`config.mk`:
```
export PLATFORM = sky130hd
export DESIGN_NAME = itm_timer_top
export DESIGN_NICKNAME = d
export VERILOG_FILES = /design/src/rtl/itm_pkg.sv /design/src/rtl/itm_clk_src.sv /design/src/rtl/itm_prescaler.sv /design/src/rtl/itm_timer_top.sv
export VERILOG_INCLUDE_DIRS = /design/src /design/src/rtl
export SDC_FILE = /design/constraint.sdc
export NUM_CORES = 1
export LEC_CHECK = 0
export ABC_AREA = 1
export BUFFER_PORTS_ARGS = -buffer_cell sky130_fd_sc_hd__clkbuf_2
export CORE_MARGIN = 2
export CORE_UTILIZATION = 61
export DETAILED_ROUTE_END_ITERATION = 8
export HOLD_SLACK_MARGIN = 0.03
export PLACE_DENSITY_LB_ADDON = 0.25
export SYNTH_ARGS = -nofsm -noshare
export SYNTH_HDL_FRONTEND = slang
export SYNTH_SLANG_ARGS = --single-unit
export TNS_END_PERCENT = 10
```
`constraint.sdc`:
```
create_clock -name CLK -period 5 [get_ports CLK]
set_input_delay 0.25 -clock CLK [delete_from_list [all_inputs] [get_ports CLK]]
set_output_delay 0.25 -clock CLK [all_outputs]
set_load 0.1 [all_outputs]
```
`src/rtl/itm_defines.svh`:
```
// register map, field positions, reset values and prescale limits
`ifndef ITM_DEFINES_SVH
`define ITM_DEFINES_SVH

`define ITM_ADDR_W        8
`define ITM_OFS_CTRL      8'h00
`define ITM_OFS_PERIOD    8'h04
`define ITM_OFS_COUNT     8'h08
`define ITM_OFS_STATUS    8'h0C
`define ITM_OFS_MASK      8'h10

`define ITM_CTRL_ON       15
`define ITM_CTRL_IDLE     13
`define ITM_CTRL_EXT_HI   9
`define ITM_CTRL_EXT_LO   8
`define ITM_CTRL_GATE     6
`define ITM_CTRL_PRE_HI   5
`define ITM_CTRL_PRE_LO   4
`define ITM_CTRL_SYNC     2
`define ITM_CTRL_CS       1
`define ITM_CTRL_WMASK    16'hA376

`define ITM_CTRL_RST      16'h0000
`define ITM_PERIOD_RST    16'hFFFF
`define ITM_COUNT_RST     16'h0000

`define ITM_EV_W          2
`define ITM_EV_MATCH      0
`define ITM_EV_GATE       1

`define ITM_PRE_W         8
`define ITM_PRE_LIM_1     8'h00
`define ITM_PRE_LIM_8     8'h07
`define ITM_PRE_LIM_64    8'h3F
`define ITM_PRE_LIM_256   8'hFF

`define ITM_RESP_OKAY     2'h0
`define ITM_RESP_SLVERR   2'h2

`endif

```
`src/rtl/itm_pkg.sv`:
```
// types shared by the interval timer modules
package itm_pkg;
`include "itm_defines.svh"

   typedef enum logic [1:0] {
      SRC_SECONDARY_OSC,
      SRC_DEDICATED_PIN,
      SRC_LOW_POWER_RC,
      SRC_GENERIC_INPUT
   } itm_ext_src_t;

   typedef enum logic [1:0] {
      PRE_DIV_1,
      PRE_DIV_8,
      PRE_DIV_64,
      PRE_DIV_256
   } itm_pre_sel_t;

   typedef struct packed {
      logic half;
      logic sync1;
      logic sync2;
      logic prev;
   } itm_src_state_t;

   typedef struct packed {
      logic [`ITM_PRE_W-1:0] cnt;
   } itm_pre_state_t;

   typedef struct packed {
      logic [15:0]             ctrl;
      logic [15:0]             period;
      logic [15:0]             count;
      logic [`ITM_EV_W-1:0]    status;
      logic [`ITM_EV_W-1:0]    mask;
      logic                    gate_prev;
      logic                    aw_got;
      logic                    w_got;
      logic [`ITM_ADDR_W-1:0]  awaddr;
      logic [31:0]             wdata;
      logic [3:0]              wstrb;
      logic                    awready;
      logic                    wready;
      logic                    bvalid;
      logic [1:0]              bresp;
      logic                    arready;
      logic                    rvalid;
      logic [31:0]             rdata;
      logic [1:0]              rresp;
      logic                    irq;
   } itm_top_state_t;

endpackage

```
`src/rtl/itm_clk_src.sv`:
```
// counter clock source selection and input edge detection
`timescale 1ns/1ns
`include "itm_defines.svh"
module itm_clk_src (
   input  wire logic       clk,
   input  wire logic       reset,
   input  wire logic       sec_osc,
   input  wire logic       low_power_rc_osc_osc,
   input  wire logic       ded_pin,
   input  wire logic       gen_input,
   input  wire logic [1:0] ext_sel,
   input  wire logic       use_ext,
   input  wire logic       sync_en,
   output logic            tick
);
   itm_pkg::itm_src_state_t q;
   itm_pkg::itm_src_state_t d;
   logic                    raw;
   logic                    sampled;

   always_comb begin
      d = q;
      case (itm_pkg::itm_ext_src_t'(ext_sel))
         itm_pkg::SRC_GENERIC_INPUT: raw = gen_input;
         itm_pkg::SRC_LOW_POWER_RC:  raw = low_power_rc_osc_osc;
         itm_pkg::SRC_DEDICATED_PIN: raw = ded_pin;
         default:                    raw = sec_osc;
      endcase
      d.half  = ~q.half;
      d.sync1 = raw;
      d.sync2 = q.sync1;
      sampled = sync_en ? q.sync2 : raw;
      d.prev  = sampled;
      // internal half rate or rising edge of the chosen input
      tick = use_ext ? (sampled & ~q.prev) : q.half;
   end

   always_ff @(posedge clk) begin
      if (reset) begin
         q <= '0;
      end else begin
         q <= d;
      end
   end
endmodule

```
`src/rtl/itm_prescaler.sv`:
```
// selectable input clock prescaler
`timescale 1ns/1ns
`include "itm_defines.svh"
module itm_prescaler (
   input  wire logic       clk,
   input  wire logic       reset,
   input  wire logic       clr,
   input  wire logic       tick_in,
   input  wire logic [1:0] sel,
   output logic            tick_out
);
   itm_pkg::itm_pre_state_t q;
   itm_pkg::itm_pre_state_t d;
   logic [`ITM_PRE_W-1:0]   lim;

   always_comb begin
      d = q;
      case (itm_pkg::itm_pre_sel_t'(sel))
         itm_pkg::PRE_DIV_256: lim = `ITM_PRE_LIM_256;
         itm_pkg::PRE_DIV_64:  lim = `ITM_PRE_LIM_64;
         itm_pkg::PRE_DIV_8:   lim = `ITM_PRE_LIM_8;
         default:              lim = `ITM_PRE_LIM_1;
      endcase
      tick_out = tick_in && !clr && (q.cnt >= lim);
      if (clr) begin
         d.cnt = '0;
      end else if (tick_in) begin
         d.cnt = (q.cnt >= lim) ? '0 : q.cnt + 8'h01;
      end
   end

   always_ff @(posedge clk) begin
      if (reset) begin
         q <= '0;
      end else begin
         q <= d;
      end
   end
endmodule

```
`src/rtl/itm_timer_top.sv`:
```
// 16-bit interval timer with AXI4-Lite registers and interrupt
//
// Contract
// - one 16-bit counter, timer or counter modes
// - interrupt on period match or gate fall
// - on bit starts and stops counting
// - idle-stop bit halts counting in idle
// - extended field picks one of four sources
// - internal clock is system clock halved
// - gate enable only with internal clock
// - prescaler divides by 1, 8, 64, 256
// - control write while running clears prescaler
// - sync bit synchronises external input
// - source select picks extended or internal
// - unimplemented control bits read zero
//
// Design decisions made here: the AXI4-Lite slave port and the placing of the registers.
`timescale 1ns/1ns
`include "itm_defines.svh"
module itm_timer_top (
   input  wire logic                   CLK,
   input  wire logic                   RESET,
   input  wire logic [`ITM_ADDR_W-1:0] S_AXI_AWADDR,
   input  wire logic                   S_AXI_AWVALID,
   output logic                        S_AXI_AWREADY,
   input  wire logic [31:0]            S_AXI_WDATA,
   input  wire logic [3:0]             S_AXI_WSTRB,
   input  wire logic                   S_AXI_WVALID,
   output logic                        S_AXI_WREADY,
   output logic [1:0]                  S_AXI_BRESP,
   output logic                        S_AXI_BVALID,
   input  wire logic                   S_AXI_BREADY,
   input  wire logic [`ITM_ADDR_W-1:0] S_AXI_ARADDR,
   input  wire logic                   S_AXI_ARVALID,
   output logic                        S_AXI_ARREADY,
   output logic [31:0]                 S_AXI_RDATA,
   output logic [1:0]                  S_AXI_RRESP,
   output logic                        S_AXI_RVALID,
   input  wire logic                   S_AXI_RREADY,
   input  wire logic                   SECONDARY_OSCILLATOR,
   input  wire logic                   LOW_POWER_RC_OSC,
   input  wire logic                   DEDICATED_EXT_CLOCK_PIN,
   input  wire logic                   GENERIC_EXT_TIMER_INPUT,
   input  wire logic                   GATE_IN,
   input  wire logic                   IDLE_MODE,
   output logic                        IRQ
);
   itm_pkg::itm_top_state_t q;
   itm_pkg::itm_top_state_t d;
   logic                    src_tick;
   logic                    pre_in;
   logic                    cnt_tick;
   logic                    cnt_en;
   logic                    gate_mode;
   logic                    wr_do;
   logic                    wr_ctrl;
   logic                    wr_cnt;
   logic                    pre_clr;
   logic                    ev_match;
   logic                    ev_gate;
   logic [`ITM_EV_W-1:0]    st_clr;

   function automatic logic [15:0] merge16(input logic [15:0] old_v,
                                           input logic [15:0] new_v,
                                           input logic [1:0]  strb);
      merge16 = {strb[1] ? new_v[15:8] : old_v[15:8],
                 strb[0] ? new_v[7:0]  : old_v[7:0]};
   endfunction

   ////////////////////////////////////////////////////////////////////////
   // clock path

   // gating ignored when an extended source is chosen
   assign gate_mode = q.ctrl[`ITM_CTRL_GATE]
                      && !q.ctrl[`ITM_CTRL_CS];
   assign cnt_en    = q.ctrl[`ITM_CTRL_ON]
                      && !(q.ctrl[`ITM_CTRL_IDLE] && IDLE_MODE)
                      && (!gate_mode || GATE_IN);
   assign pre_in    = src_tick && cnt_en;

   itm_clk_src u_src (
      .clk       (CLK),
      .reset     (RESET),
      .sec_osc   (SECONDARY_OSCILLATOR),
      .low_power_rc_osc_osc  (LOW_POWER_RC_OSC),
      .ded_pin   (DEDICATED_EXT_CLOCK_PIN),
      .gen_input (GENERIC_EXT_TIMER_INPUT),
      .ext_sel   (q.ctrl[`ITM_CTRL_EXT_HI:`ITM_CTRL_EXT_LO]),
      .use_ext   (q.ctrl[`ITM_CTRL_CS]),
      .sync_en   (q.ctrl[`ITM_CTRL_SYNC]),
      .tick      (src_tick)
   );

   itm_prescaler u_pre (
      .clk      (CLK),
      .reset    (RESET),
      .clr      (pre_clr),
      .tick_in  (pre_in),
      .sel      (q.ctrl[`ITM_CTRL_PRE_HI:`ITM_CTRL_PRE_LO]),
      .tick_out (cnt_tick)
   );

   ////////////////////////////////////////////////////////////////////////
   // next state

   always_comb begin
      d        = q;
      wr_do    = q.aw_got && q.w_got && !q.bvalid;
      wr_ctrl  = 1'b0;
      wr_cnt   = 1'b0;
      ev_match = 1'b0;
      st_clr   = '0;
      // address and data may arrive in either order
      if (S_AXI_AWVALID && q.awready) begin
         d.aw_got = 1'b1;
         d.awaddr = S_AXI_AWADDR;
      end
      if (S_AXI_WVALID && q.wready) begin
         d.w_got = 1'b1;
         d.wdata = S_AXI_WDATA;
         d.wstrb = S_AXI_WSTRB;
      end
      if (wr_do) begin
         d.aw_got = 1'b0;
         d.w_got  = 1'b0;
         d.bvalid = 1'b1;
         d.bresp  = `ITM_RESP_OKAY;
         if (q.awaddr == `ITM_OFS_CTRL) begin
            d.ctrl  = merge16(q.ctrl, q.wdata[15:0], q.wstrb[1:0])
                      & `ITM_CTRL_WMASK;
            wr_ctrl = 1'b1;
         end else if (q.awaddr == `ITM_OFS_PERIOD) begin
            d.period = merge16(q.period, q.wdata[15:0], q.wstrb[1:0]);
         end else if (q.awaddr == `ITM_OFS_COUNT) begin
            wr_cnt = 1'b1;
         end else if (q.awaddr == `ITM_OFS_STATUS) begin
            if (q.wstrb[0]) begin
               st_clr = q.wdata[`ITM_EV_W-1:0];
            end
         end else if (q.awaddr == `ITM_OFS_MASK) begin
            if (q.wstrb[0]) begin
               d.mask = q.wdata[`ITM_EV_W-1:0];
            end
         end else begin
            d.bresp = `ITM_RESP_SLVERR;
         end
      end
      if (q.bvalid && S_AXI_BREADY) begin
         d.bvalid = 1'b0;
      end
      // one 16-bit counter for every mode
      if (wr_cnt) begin
         d.count = merge16(q.count, q.wdata[15:0], q.wstrb[1:0]);
      end else if (cnt_tick) begin
         if (q.count == q.period) begin
            d.count  = '0;
            ev_match = 1'b1;
         end else begin
            d.count = q.count + 16'h0001;
         end
      end
      d.gate_prev = GATE_IN;
      // set wins over a clear in the same cycle
      d.status = (q.status & ~st_clr)
                 | {ev_gate, ev_match};
      if (S_AXI_ARVALID && q.arready) begin
         d.rvalid = 1'b1;
         d.rresp  = `ITM_RESP_OKAY;
         if (S_AXI_ARADDR == `ITM_OFS_CTRL) begin
            d.rdata = {16'h0000, q.ctrl};
         end else if (S_AXI_ARADDR == `ITM_OFS_PERIOD) begin
            d.rdata = {16'h0000, q.period};
         end else if (S_AXI_ARADDR == `ITM_OFS_COUNT) begin
            d.rdata = {16'h0000, q.count};
         end else if (S_AXI_ARADDR == `ITM_OFS_STATUS) begin
            d.rdata = {30'h00000000, q.status};
         end else if (S_AXI_ARADDR == `ITM_OFS_MASK) begin
            d.rdata = {30'h00000000, q.mask};
         end else begin
            d.rdata = 32'h00000000;
            d.rresp = `ITM_RESP_SLVERR;
         end
      end else if (q.rvalid && S_AXI_RREADY) begin
         d.rvalid = 1'b0;
      end
      d.arready = !d.rvalid;
      d.awready = !d.aw_got && !d.bvalid;
      d.wready  = !d.w_got && !d.bvalid;
      d.irq     = |(d.status & d.mask);
   end

   // falling gate edge in gated mode
   assign ev_gate = gate_mode && q.gate_prev && !GATE_IN;
   // running control write restarts the prescaler
   assign pre_clr = wr_ctrl && q.ctrl[`ITM_CTRL_ON];

   always_ff @(posedge CLK) begin
      if (RESET) begin
         q        <= '0;
         q.ctrl   <= `ITM_CTRL_RST;
         q.period <= `ITM_PERIOD_RST;
         q.count  <= `ITM_COUNT_RST;
      end else begin
         q <= d;
      end
   end

   assign S_AXI_AWREADY = q.awready;
   assign S_AXI_WREADY  = q.wready;
   assign S_AXI_BVALID  = q.bvalid;
   assign S_AXI_BRESP   = q.bresp;
   assign S_AXI_ARREADY = q.arready;
   assign S_AXI_RVALID  = q.rvalid;
   assign S_AXI_RDATA   = q.rdata;
   assign S_AXI_RRESP   = q.rresp;
   assign IRQ           = q.irq;
endmodule

```
Yosys cells after proc, flatten, opt, wreduce, memory -nomap -nowiden
Index checks and enable logic that the tools add are counted.
- register bits after elaboration: 128
- bits of input ports: 65
- output and inout port bits: 42
- word-level logic and storage cells: 151
- add/sub/neg operators: 2
- $lt $le $gt $ge: 1
- eq/ne operators: 17
- multiplexer cells: 54
- bitwise operators: 8
- reduce and logical (&&, ||, !) cells: 41
- operators by type and width (cell ; number):
    $mux 16 ; 6
    $mux 2 ; 26
    $eq 8x4->1 const B ; 4
    $mux 8 ; 3
    $pmux 8 s3 ; 1
    $logic_and 1x1->1 ; 19
    $add 16x1->16 const B ; 1
    $eq 16x16->1 ; 1
    $eq 8x3->1 const B ; 2
    $eq 8x5->1 const B ; 2
    $logic_not 8->1 ; 2
    $mux 1 ; 16
    $logic_not 1->1 ; 10
    $add 8x1->8 const B ; 1
    $eq 2x2->1 const B ; 4
    $ge 8x8->1 ; 1
    $reduce_and 4->1 ; 2
    $reduce_and 3->1 ; 2
    $and 2x2->2 ; 2
    $eq 2x1->1 const B ; 2
    $ne 2x2->1 const B ; 2
    $reduce_and 2->1 ; 2
    $reduce_or 2->1 ; 2
    $mux 3 ; 1
    7 further kinds ; 9

Depth between registers and ports, before layout
Gate-level depths: netlist of run 1.
- depth in word-level cells: 13
- gate-level depth with buffers: 15
- mapped depth without buffers: 15

By module
A second synthesis of run 1 with hierarchy kept.
- cell total of the unflattened synthesis: 852
- area total of the unflattened synthesis: 6099.6 um^2
- modules (own cells, without submodules) (module ; instances ; cells each ; area each (um^2) ; seq. area each (um^2)):
    itm_timer_top ; 1 ; 747 ; 5351.4 ; 1961.9
    itm_prescaler ; 1 ; 78 ; 553.0 ; 160.2
    itm_clk_src ; 1 ; 27 ; 195.2 ; 80.1

Worst setup path before layout of run 1
OpenSTA, ideal clock, no wires.
- kind: reg2reg
- start: register q (netlist bit S_AXI_ARREADY)
- end: register q (netlist bit S_AXI_RDATA[13])
- setup time: 0.057 ns
- arrival: 1.914 ns
- data required time: 4.943 ns
- path slack: 3.030 ns
- stages on the path, launching flop included: 8
- buffers on the path: 1
- period minus slack after synthesis: 1.970 ns
- cell sequence: dfxtp_1 -> nand2_1 -> inv_1 -> clkbuf_1 -> o21ai_0 -> a31oi_1 -> o21ai_0 -> inv_1
- longest elaborated chain between the ends: 1
- ends and longest elaborated chain (what ; RTL line ; text):
    from (decl) ; itm_timer_top.sv:48 ; itm_pkg::itm_top_state_t q;
    $logic_and 1x1->1 ; itm_timer_top.sv:166 ; if (S_AXI_ARVALID && q.arready) begin
No other way between the ends.
A chain may end at the register's enable or synchronous reset.

Worst setup path in the final report of run 1
- start: register q[130] in the netlist's numbering
- end: register q[97] in the netlist's numbering
- longest elaborated chain between the ends: 6
- elaborated cells on any way between the ends: 8
- those cells by class: order compare (1); eq/ne (3); mux (1); reduce/logical (3)
- ends and longest elaborated chain (what ; RTL line ; text):
    $eq 2x1->1 / $eq 2x2->1 (equally long branches) ; itm_prescaler.sv:18 ; case (itm_pkg::itm_pre_sel_t'(sel))
    $pmux 8 s3 (*) ; itm_prescaler.sv:18 ;
    $ge 8x8->1 (*) ; itm_prescaler.sv:24 ; tick_out = tick_in && !clr && (q.cnt >= lim);
    $logic_and 1x1->1 (*) ; itm_prescaler.sv:24 ;
    $reduce_bool 2->1 (no line) (*) ; - ;
    $reduce_and 2->1 (no line) (*) ; - ;
Mark *: on every way between the ends. The rest lies on a longest branch, timed or not.

==> out/qor.txt, run 1 <==
XOR/XNOR Fraction of Synth Area = 2.78%
Final setup vio count = 0
Setup Skew = 0.0168 ns
GR peak layer = met2
Largest area contributor in the netlist = dfxtp_1
Antenna Cells = 0
Initial antenna violation count = 0
# rows = 36
Seq cells post-synth = 110
Peak supply drop = 160 uV
Simple-gate share of the synthesized area = 33.2%
CTS sink cnt = 110
RSZ-0062 raised after global routing = no
Hold Vio Cnt, Final = 0
Met2 usage = 46.8%
DPL Wire Length = 10.6 mm
Critical Path Start Type = flop
Filler cell count = 938
Syn Std Cell Area = 5990 um^2
Final hold slack = 0.0858 ns
Synth area leaders = dfxtp_1 37%, nand2_1 14%, nor2_1 7.1%
Grt ovf = 0
Post-synth top cells = 224 x nand2_1, 113 x nor2_1, 110 x dfxtp_1
Fmax = 387 MHz
Area occupied by multi-input gates = 3070 um^2
CTS Buf Count = 9
First-pass DRT Iterations = 5
Post-layout min period = 2.58 ns
Post-synthesis compound-gate area fraction = 12.5%
Root buffer cell = clkbuf_8
EDFF count, synth = 0
Area delta synth->final = 5.83%
CTS resizes = 0
Top-area cell type share of the netlist area = 36.8%
Overall die area = 10600 um^2
Main flop type after synthesis = dfxtp_1
Register Area = 2200 um^2
Post-synthesis cell count = 897
Hold Crit Class = input port to flop
Combinational family with the most area after synthesis = simple AND/OR/NAND/NOR gates
CP Data Arrival Time = 2.89 ns
Hold_buf cts = 0
Pwr Density = 268 nW/um^2
H-tree depth = 3
DRT Wirelength = 14.7 mm
Initial Util = 62.1%
Drt initial violations = 331
Post-Synth Adder-Cell Area = 1.67%
Clock transition at path regs = 0.11 ns
Max FO, Critical Path = 31
# IOs = 107
Via-to-Cell Ratio = 5.36
Final Net Count = 1000
Drt drc = 0
Syn. warnings = 0
Proportion of synthesized area in mux cells = 0%
Worst path required time = 5.31 ns
Total Routing Usage GR = 29.0%
Ratio of cells with drive above 1 in the final layout = 12.6%
Lkg Pwr = 3.00 nW
Relative slew margins = 22.2%
Final critical-path share of the clock period = 51.7%
Fin. max-slew vios = 0
Post-CTS Setup Inserts = 0
Met1 Track Usage GR = 40.2%
PortBufs = 70
Placer Congestion = 0.941
Post-synthesis sequential area ratio = 36.8%
Die Width = 103 um
Asr flop ratio synth = 0%
Vias in the first global route = 5040
CORE AREA = 9640 um^2
First-pass GRT wire length = 24.2 mm
CTS max path bufs = 2
Die height = 103 um
Avg Inst Size Synth = 6.68 um^2
Most frequent cell after synthesis = nand2_1
Max-cap violations = 0
Slew @ Worst Pin = 1.17 ns
Largest net degree at the start of global routing = 77
Via count = 5709
CTS tree = built
Drt wl/cell = 13.8 um
Netlist cell types = 39
Worst-Skew Late Latency = 0.38 ns
Antenna Violating Nets Remaining = 0
Worst setup EP type = flop
Crit path kind = flop to flop
GRT met3 Usage = 3.73%
Setup_tns = 0 ns
Run status = completed
[cell type report]
cell class	count	share of cell area, %
Clock buffer	10	2.17
Sequential cell	110	34.7
Multi-Input combinational cell	643	48.5
Clock inverter	6	0.809
Inverter	92	5.53
Tap cell	133	2.63
Timing Repair Buffer	71	5.65
[state kept, by name, summed over array words and instances (netlist names)]
register	count
S_AXI_BRESP	1
S_AXI_RDATA	16
q	74
S_AXI_RVALID	1
S_AXI_AWREADY	1
u_src.q	3
IRQ	1
u_src.d	1
S_AXI_BVALID	1
S_AXI_ARREADY	1
u_pre.q	8
S_AXI_WREADY	1
S_AXI_RRESP	1
[critical path, stage by stage (launching register included)]
cell and delay [ns]:
dfxtp_1 0.41, nor2_1 0.08, ha_1 0.29, inv_1 0.04, nand2_1 0.05, nand2_1 0.05, nand2_1 0.06, nand3_1 0.06
nand2_1 0.06, nand2_1 0.07, nand2_2 0.14, nand4_2 0.68, nand3_1 0.28, nand2_1 0.09, nor2_1 0.14
[layer usage]
metal | share of wire, % | wire [um]
met1 | 46 | 6790
met2 | 46 | 6740
met3 | 5.7 | 830
met4 | 2.0 | 296
met5 | 0 | 0
[report_power, final]
part           total (W)  leakage, nW  switching (W)  internal, W
logic           0.000242         2.00       0.000196    0.0000459
registers       0.000929        0.895      0.0000260     0.000903
clock network   0.000529       0.0992       0.000325     0.000203
[cell families after synthesis]
group           after synthesis
flops                       110
other cells                   1
simple gates                456
xor+xnor                     19
buf+inv                     161
fa+ha+maj                     8
compound gates              142
[metrics by stage]
stage	util [%]	cell area, um^2	std cells	power [W]	setup slack (ns)
after floorplan	-	6050	914	0.00115	3.03
after detailed placement	63.8	6150	1049	0.00119	2.49
after CTS	65.7	6340	1065	0.00170	2.45
after global placement	63.8	6150	1049	0.00118	2.57
final	65.7	6340	1065	0.00170	2.42
after global routing	65.7	6340	1065	0.00176	2.13
[cell usage in the layout, fill, tap and decap left out, drive strengths merged, types with 8 or more instances in the layout]
cell    netlist  final
nand4        25     25
ha            8      8
dfxtp       110    110
a21oi        60     60
conb          1     18
xor2         17     17
inv          91     94
nand3        60     60
nand3b       10     10
clkbuf       19     80
o21ai        64     64
nor2        120    120
nand2       230    230
[final timing paths]
| path | slack [ns] | cells after the start | start | end |
|---|---|---|---|---|
| setup reg to reg | 2.42 | 14 | q[130] | q[97] |
| hold reg to reg | 0.40 | 2 | u_src.d[1] | u_src.q[1] |
| hold / removal | 0.09 | 3 | GATE_IN | q[88] |
| setup / recovery | 2.42 | 14 | q[130] | q[97] |
No activity file was read; power rests on OpenSTA's default activity.
==> run 2, diff against run 1 <==
- CORE_UTILIZATION: 61 -> 56
- clock period: 5 -> 2.39 ns (I/O delays scaled with it)
==> run 2 against run 1 <==
Against the previous run:
- clock-buffer cell count is the same
- core utilization shrank 1.2 points
- sequential power grew 110%
- routed wire length grew 3.0%
- global-route usage shrank 2.0 points
- die area grew 8.6%
- largest cell class unchanged
- highest routed layer unchanged
==> out/qor.txt, run 2 (synthesis results as in run 1) <==
CTS tree = built
Placer Congestion = 0.920 (-2.3%)
Max FO, Critical Path = 7 (-77%)
Worst path required time = 2.72 ns (-2.59 ns)
Initial antenna violation count = 0 (unchanged)
H-tree depth = 3 (unchanged)
First-pass GRT wire length = 24.6 mm (+1.9%)
Overall die area = 11500 um^2 (+8.6%)
Via count = 5810 (+1.8%)
Most common library cell in the layout ignoring fill and taps = nand2_1
Relative slew margins = 56.7% (+35 points)
Worst-Skew Late Latency = 0.39 ns (about the same)
CP Data Arrival Time = 2.26 ns (-0.63 ns)
Clock transition at path regs = 0.10 ns (about the same)
Setup_tns = 0 ns (unchanged)
Drt wl/cell = 13.7 um (-0.82%)
CTS Buf Count = 9 (unchanged)
Internal power = 0.00241 W (+110%)
DPL Wire Length = 10.8 mm (+2.3%)
Final critical-path share of the clock period = 80.6% (+29 points)
Drt drc = 0 (unchanged)
Post-layout min period = 1.93 ns (-0.657 ns)
Seq pwr share = 54.6% (about the same)
Ratio of cells with drive above 1 in the final layout = 13.1% (+0.54 points)
Final worst slack = 0.463 ns (-1.95 ns)
CTS max path bufs = 2 (unchanged)
Slew @ Worst Pin = 0.649 ns (-0.519 ns)
Largest net degree at the start of global routing = 32 (-58%)
Sw Share = 32.4% (+0.15 points)
Peak supply drop = 338 uV (+110%)
Root buffer cell = clkbuf_8
Final Net Count = 1038 (+3.8%)
Run status = completed
Final non-filler cell total = 1106 (+3.8%)
Total Routing Usage GR = 27.0% (-2.0 points)
Filler cell count = 1026 (+9.4%)
Most flop-heavy register = q
# IOs = 107 (unchanged)
Antenna Cells = 0 (unchanged)
Largest register FFs = 74 (unchanged)
Grt ovf = 0 (unchanged)
# rows = 37 (+2.8%)
Clock share of power = 29.9% (-1.2 points)
Hold Vio Cnt, Final = 0 (unchanged)
Via-to-Cell Ratio = 5.25 (-2.0%)
Max-cap violations = 0 (unchanged)
DRT Wirelength = 15.1 mm (+3.0%)
RSZ-0062 raised after global routing = no
Crit path kind = flop to flop
Pwr Density = 532 nW/um^2 (+98%)
Switching pwr = 0.00115 W (+110%)
CORE AREA = 10400 um^2 (+7.6%)
Post-CTS Setup Inserts = 0 (unchanged)
Setup Skew = 0.0109 ns (-0.00592 ns)
Commonest non-fill, non-tap cells in the layout = 224 x nand2_1, 113 x nor2_1, 110 x dfxtp_1, 80 x inv_1, 70 x clkbuf_2
Die Width = 107 um (+4.2%)
Fmax = 519 MHz (+34%)
Initial Util = 57.7% (-4.4 points)
Critical Path Start Type = flop
Area delta synth->final = 11.7%
Drt initial violations = 374 (+13%)
Lkg Pwr = 3.15 nW (+5.2%)
First-pass DRT Iterations = 5 (unchanged)
Hold Crit Class = input port to flop
Gate power share = 15.5% (+1.3 points)
Dpl cells = 1063 (+1.3%)
Worst setup EP type = flop
PortBufs = 70 (unchanged)
Vias in the first global route = 5198 (+3.1%)
Die height = 107 um (+4.2%)
CTS sink cnt = 110 (unchanged)
Antenna Violating Nets Remaining = 0 (unchanged)
Fin. max-slew vios = 0 (unchanged)
Final setup vio count = 0 (unchanged)
Pre-CTS WS = 0.494 ns (-1.99 ns)
-- run 2: cell types whose count changed in the layout (fill, tap and decap cells not counted) --
cell           previous run  this run
clkinv_4                  3         2
buf_4                     1        11
inv_8                     1         0
clkbuf_1                  0         1
buf_12                    0         1
clkinvlp_4                0         2
dlygate4sd3_1             0        27
clkbuf_8                 10         9
-- run 2: cell type report --
class / instances / area, um^2 / area share [%]
multi-input cells: 643 / 3070 / 45.9
inverters: 92 / 350 / 5.24
repair buffers: 109 / 723 / 10.8
well taps: 136 / 170 / 2.54
clock inverters: 6 / 46.3 / 0.692
flip-flops and latches: 110 / 2200 / 32.9
clock buffers: 10 / 128 / 1.91
-- run 2: what timing repair did --
action / 4_1_cts / 5_1_grt
endpoints found under the hold margin: 27 / 0
hold buffers: 27 / 0
resized for setup: 0 / 0
-- run 2: power by group through the flow --
stage	logic (W)	clock network (W)	registers, W
floorplan	0.000411	0	0.00200
detailed placement	0.000511	0	0.00198
global placement	0.000507	0	0.00198
global route	0.000593	0.00114	0.00195
CTS	0.000547	0.00108	0.00194
finish	0.000551	0.00107	0.00194
-- run 2: path summary, 6_finish.rpt --
kind         slack [ns]  depth (start not counted)          to            start
max                0.46                         10      q[103]            q[93]
min                0.05                          3       q[81]  S_AXI_AWADDR[3]
max reg2reg        0.46                         10      q[103]            q[93]
min reg2reg        0.42                          1  u_src.q[3]       u_src.q[3]
-- run 2: worst max-delay path: stages, from the launching register on --
cell	delay, ns
dfxtp_1	0.49
ha_1	0.30
nand2_1	0.10
nor2_1	0.27
nand3_1	0.14
o21ai_0	0.16
nand2_1	0.06
nand3b_1	0.15
nand2_1	0.07
a21oi_1	0.04
nor2_1	0.09
-- run 2: layer usage --
metal  GRT usage [%]  vias up  wire [um]
met3            3.09       26        906
met4            11.6        0        325
li1                -     2980          -
met5               0        -          0
met2            43.8      221       6820
met1            36.5     2583       7040
-- run 2: metrics by stage --
step	instance area, um^2	power, W	hold WS [ns]	utilization [%]
after floorplan	6050	0.00241	0.226	-
after global placement	6250	0.00249	0.353	60.2
after detailed placement	6250	0.00249	0.352	60.2
after CTS	6690	0.00357	0.0452	64.5
after global routing	6690	0.00368	0.0947	64.5
final	6690	0.00356	0.0490	64.5
==> run 3, diff against run 2 <==
- CORE_UTILIZATION: 56 -> 51
- clock period: 2.39 -> 1.6 ns (I/O delays scaled with it)
==> run 3 against run 2 <==
Against the previous run:
- the flow now finishes with violations (setup timing)
- final cell count is 6.6% higher
- first-iteration DRC count is 23% higher
- hold slack better by 0.0029 ns
- setup slack worse by 0.67 ns
- combinational power is 63% higher
- sequential share of layout area is 3.0 points lower
- critical path depth is 1 lower
- core utilization is 0.45 points higher
- non-clock buffer count is 66 higher
- routed wire length is 9.0% higher
- critical path type unchanged
==> out/qor.txt, run 3 (synthesis results as in run 1) <==
Dpl cells = 1137 (+7.0%)
Post-layout min period = 1.80 ns (-0.122 ns)
DP Area = 6790 um^2 (+8.6%)
PortBufs = 70 (unchanged)
R2r setup slk = -0.20 ns (-0.67 ns)
H-tree depth = 3 (unchanged)
Cell area after layout = 7420 um^2 (+11%)
Most flop-heavy register = q
CORE AREA = 11400 um^2 (+10%)
Crit. path cell count = 9 (-1)
Largest register FFs = 74 (unchanged)
CTS sink cnt = 110 (unchanged)
Area delta synth->final = 23.9%
Largest net degree at the start of global routing = 29 (-9.4%)
Die Width = 112 um (+4.6%)
Grt ovf = 0 (unchanged)
Critical Path Source = q[130]
# rows = 39 (+5.4%)
Setup Skew = 0.0112 ns (+0.000299 ns)
Crit path capture = q[100]
Commonest non-fill, non-tap cells in the layout = 220 x nand2_1, 109 x nor2_1, 103 x dfxtp_1, 79 x inv_1, 76 x buf_4
Fmax = 554 MHz (+6.8%)
Max-cap violations = 0 (unchanged)
Ratio of cells with drive above 1 in the final layout = 21.1% (+8.0 points)
Drt wl/cell = 14.0 um (+2.2%)
Antenna Violating Nets Remaining = 0 (unchanged)
Reg2Reg Depth = 9 (-1)
DPL Wire Length = 12.1 mm (+12%)
Root buffer cell = clkbuf_16
Worst path top cell family by delay = simple AND/OR/NAND/NOR gates
Most frequent CP cell = nand2_1
Initial Util = 52.4% (-5.3 points)
Slowest CP cell = dfxtp_4
Slew @ Worst Pin = 0.564 ns (-0.0846 ns)
CP bufs+invs = 1 (+1)
Worst setup EP type = flop
Initial antenna violation count = 0 (unchanged)
Most common library cell in the layout ignoring fill and taps = nand2_1
CP Data Arrival Time = 2.06 ns (-0.20 ns)
CP peak stage delay = 0.38 ns (-0.11 ns)
Setup_tns = -3.35 ns (-3.35 ns)
Drt drc = 0 (unchanged)
CTS Buf Count = 9 (unchanged)
DRT Wirelength = 16.5 mm (+9.0%)
RSZ-0062 raised after global routing = yes
Pwr Density = 805 nW/um^2 (+51%)
Cell chain of the critical path = nand2_1 > ha_1 > nand2_1 > o21a_1 > nand2_2 > nand4_4 > buf_12 > a21oi_1 > nor2_1
Failing checks = setup timing
First-pass DRT Iterations = 5 (unchanged)
Post-CTS Setup Inserts = 0 (unchanged)
CTS max path bufs = 2 (unchanged)
Via-to-Cell Ratio = 5.23 (-0.43%)
R2r endpoint = q[100]
Antenna Cells = 0 (unchanged)
# IOs = 107 (unchanged)
Max FO, Critical Path = 28 (+21)
Fin. max-slew vios = 0 (unchanged)
WHS Path Cells = 3 (unchanged)
Pre-CTS WS = -0.159 ns (-0.653 ns)
First-pass GRT wire length = 27.3 mm (+11%)
Hold Crit Class = input port to flop
Final worst slack = -0.205 ns (-0.668 ns)
CTS tree = built
Critical Path Start Type = flop
Final critical-path share of the clock period = 113% (+32 points)
Lkg Pwr = 3.56 nW (+13%)
Run status = finished with violations
Crit Reg-Reg Startpoint = q[130]
Placer Congestion = 0.944 (+2.7%)
Vias in the first global route = 5689 (+9.4%)
Crit path kind = flop to flop
Total Routing Usage GR = 26.7% (-0.27 points)
Drt initial violations = 461 (+23%)
Die height = 112 um (+4.6%)
Final Net Count = 1104 (+6.4%)
Overall die area = 12600 um^2 (+9.4%)
Worst path required time = 1.85 ns (-0.87 ns)
Hold Vio Cnt, Final = 0 (unchanged)
Final setup vio count = 25 (+25)
Peak supply drop = 961 uV (+180%)
Via count = 6167 (+6.1%)
Worst-Skew Late Latency = 0.36 ns (-0.03 ns)
Clock transition at path regs = 0.07 ns (-0.03 ns)
Final non-filler cell total = 1179 (+6.6%)
Relative slew margins = 62.6% (+5.8 points)
## run 3: layer usage
metal	GRT usage, %	vias up	share of wire (%)
li1	-	3118	-
met1	34.7	2858	46
met2	45.2	173	47
met3	6.59	18	5.8
met4	6.10	0	1.3
met5	0	-	0
## run 3: final cells by class
class	instances	area, um^2
Clock buffer	9	225
Fill cell	1044	4000
Timing Repair Buffer	175	1220
Multi-Input combinational cell	643	3170
Clock inverter	7	55.1
Inverter	92	350
Sequential cell	110	2220
Tap cell	143	179
## run 3: repair_timing
item                       4_1_cts  5_1_grt
hold buffers                    26        0
pin swaps                        1        3
setup endpoints to repair       37       52
hold endpoints to repair        27        0
gates resized for setup          3       22
## run 3: through the flow
step                power, W  hold slack [ns]  utilization [%]
global route         0.00620           0.0476             65.0
finish               0.00597           0.0519             65.0
CTS                  0.00598           0.0464             64.3
detailed placement   0.00378            0.315             59.4
floorplan            0.00361            0.187                -
global placement     0.00377            0.308             59.4
## run 3: worst min-delay path: stages
cell and delay, ns:
clkbuf_2 0.08, o21ai_0 0.10, a21oi_1 0.12
## run 3: how the worst min path moves through the flow
| stage | start | end | slack (ns) |
|---|---|---|---|
| detailed placement | GATE_IN | q[88] | 0.31 |
| global route | S_AXI_WDATA[3] | q[49] | 0.05 |
| floorplan | GATE_IN | q[88] | 0.19 |
| CTS | S_AXI_WDATA[3] | q[49] | 0.05 |
| global placement | GATE_IN | q[88] | 0.31 |
| finish | S_AXI_WDATA[3] | q[49] | 0.05 |
## run 3: where the power goes
part | total (W) | leakage (nW) | internal, W | switching [W]
registers | 0.00290 | 0.898 | 0.00282 | 0.0000770
clock network | 0.00218 | 0.138 | 0.00108 | 0.00110
logic | 0.000900 | 2.53 | 0.000245 | 0.000655
total | 0.00597 | 3.56 | 0.00414 | 0.00183
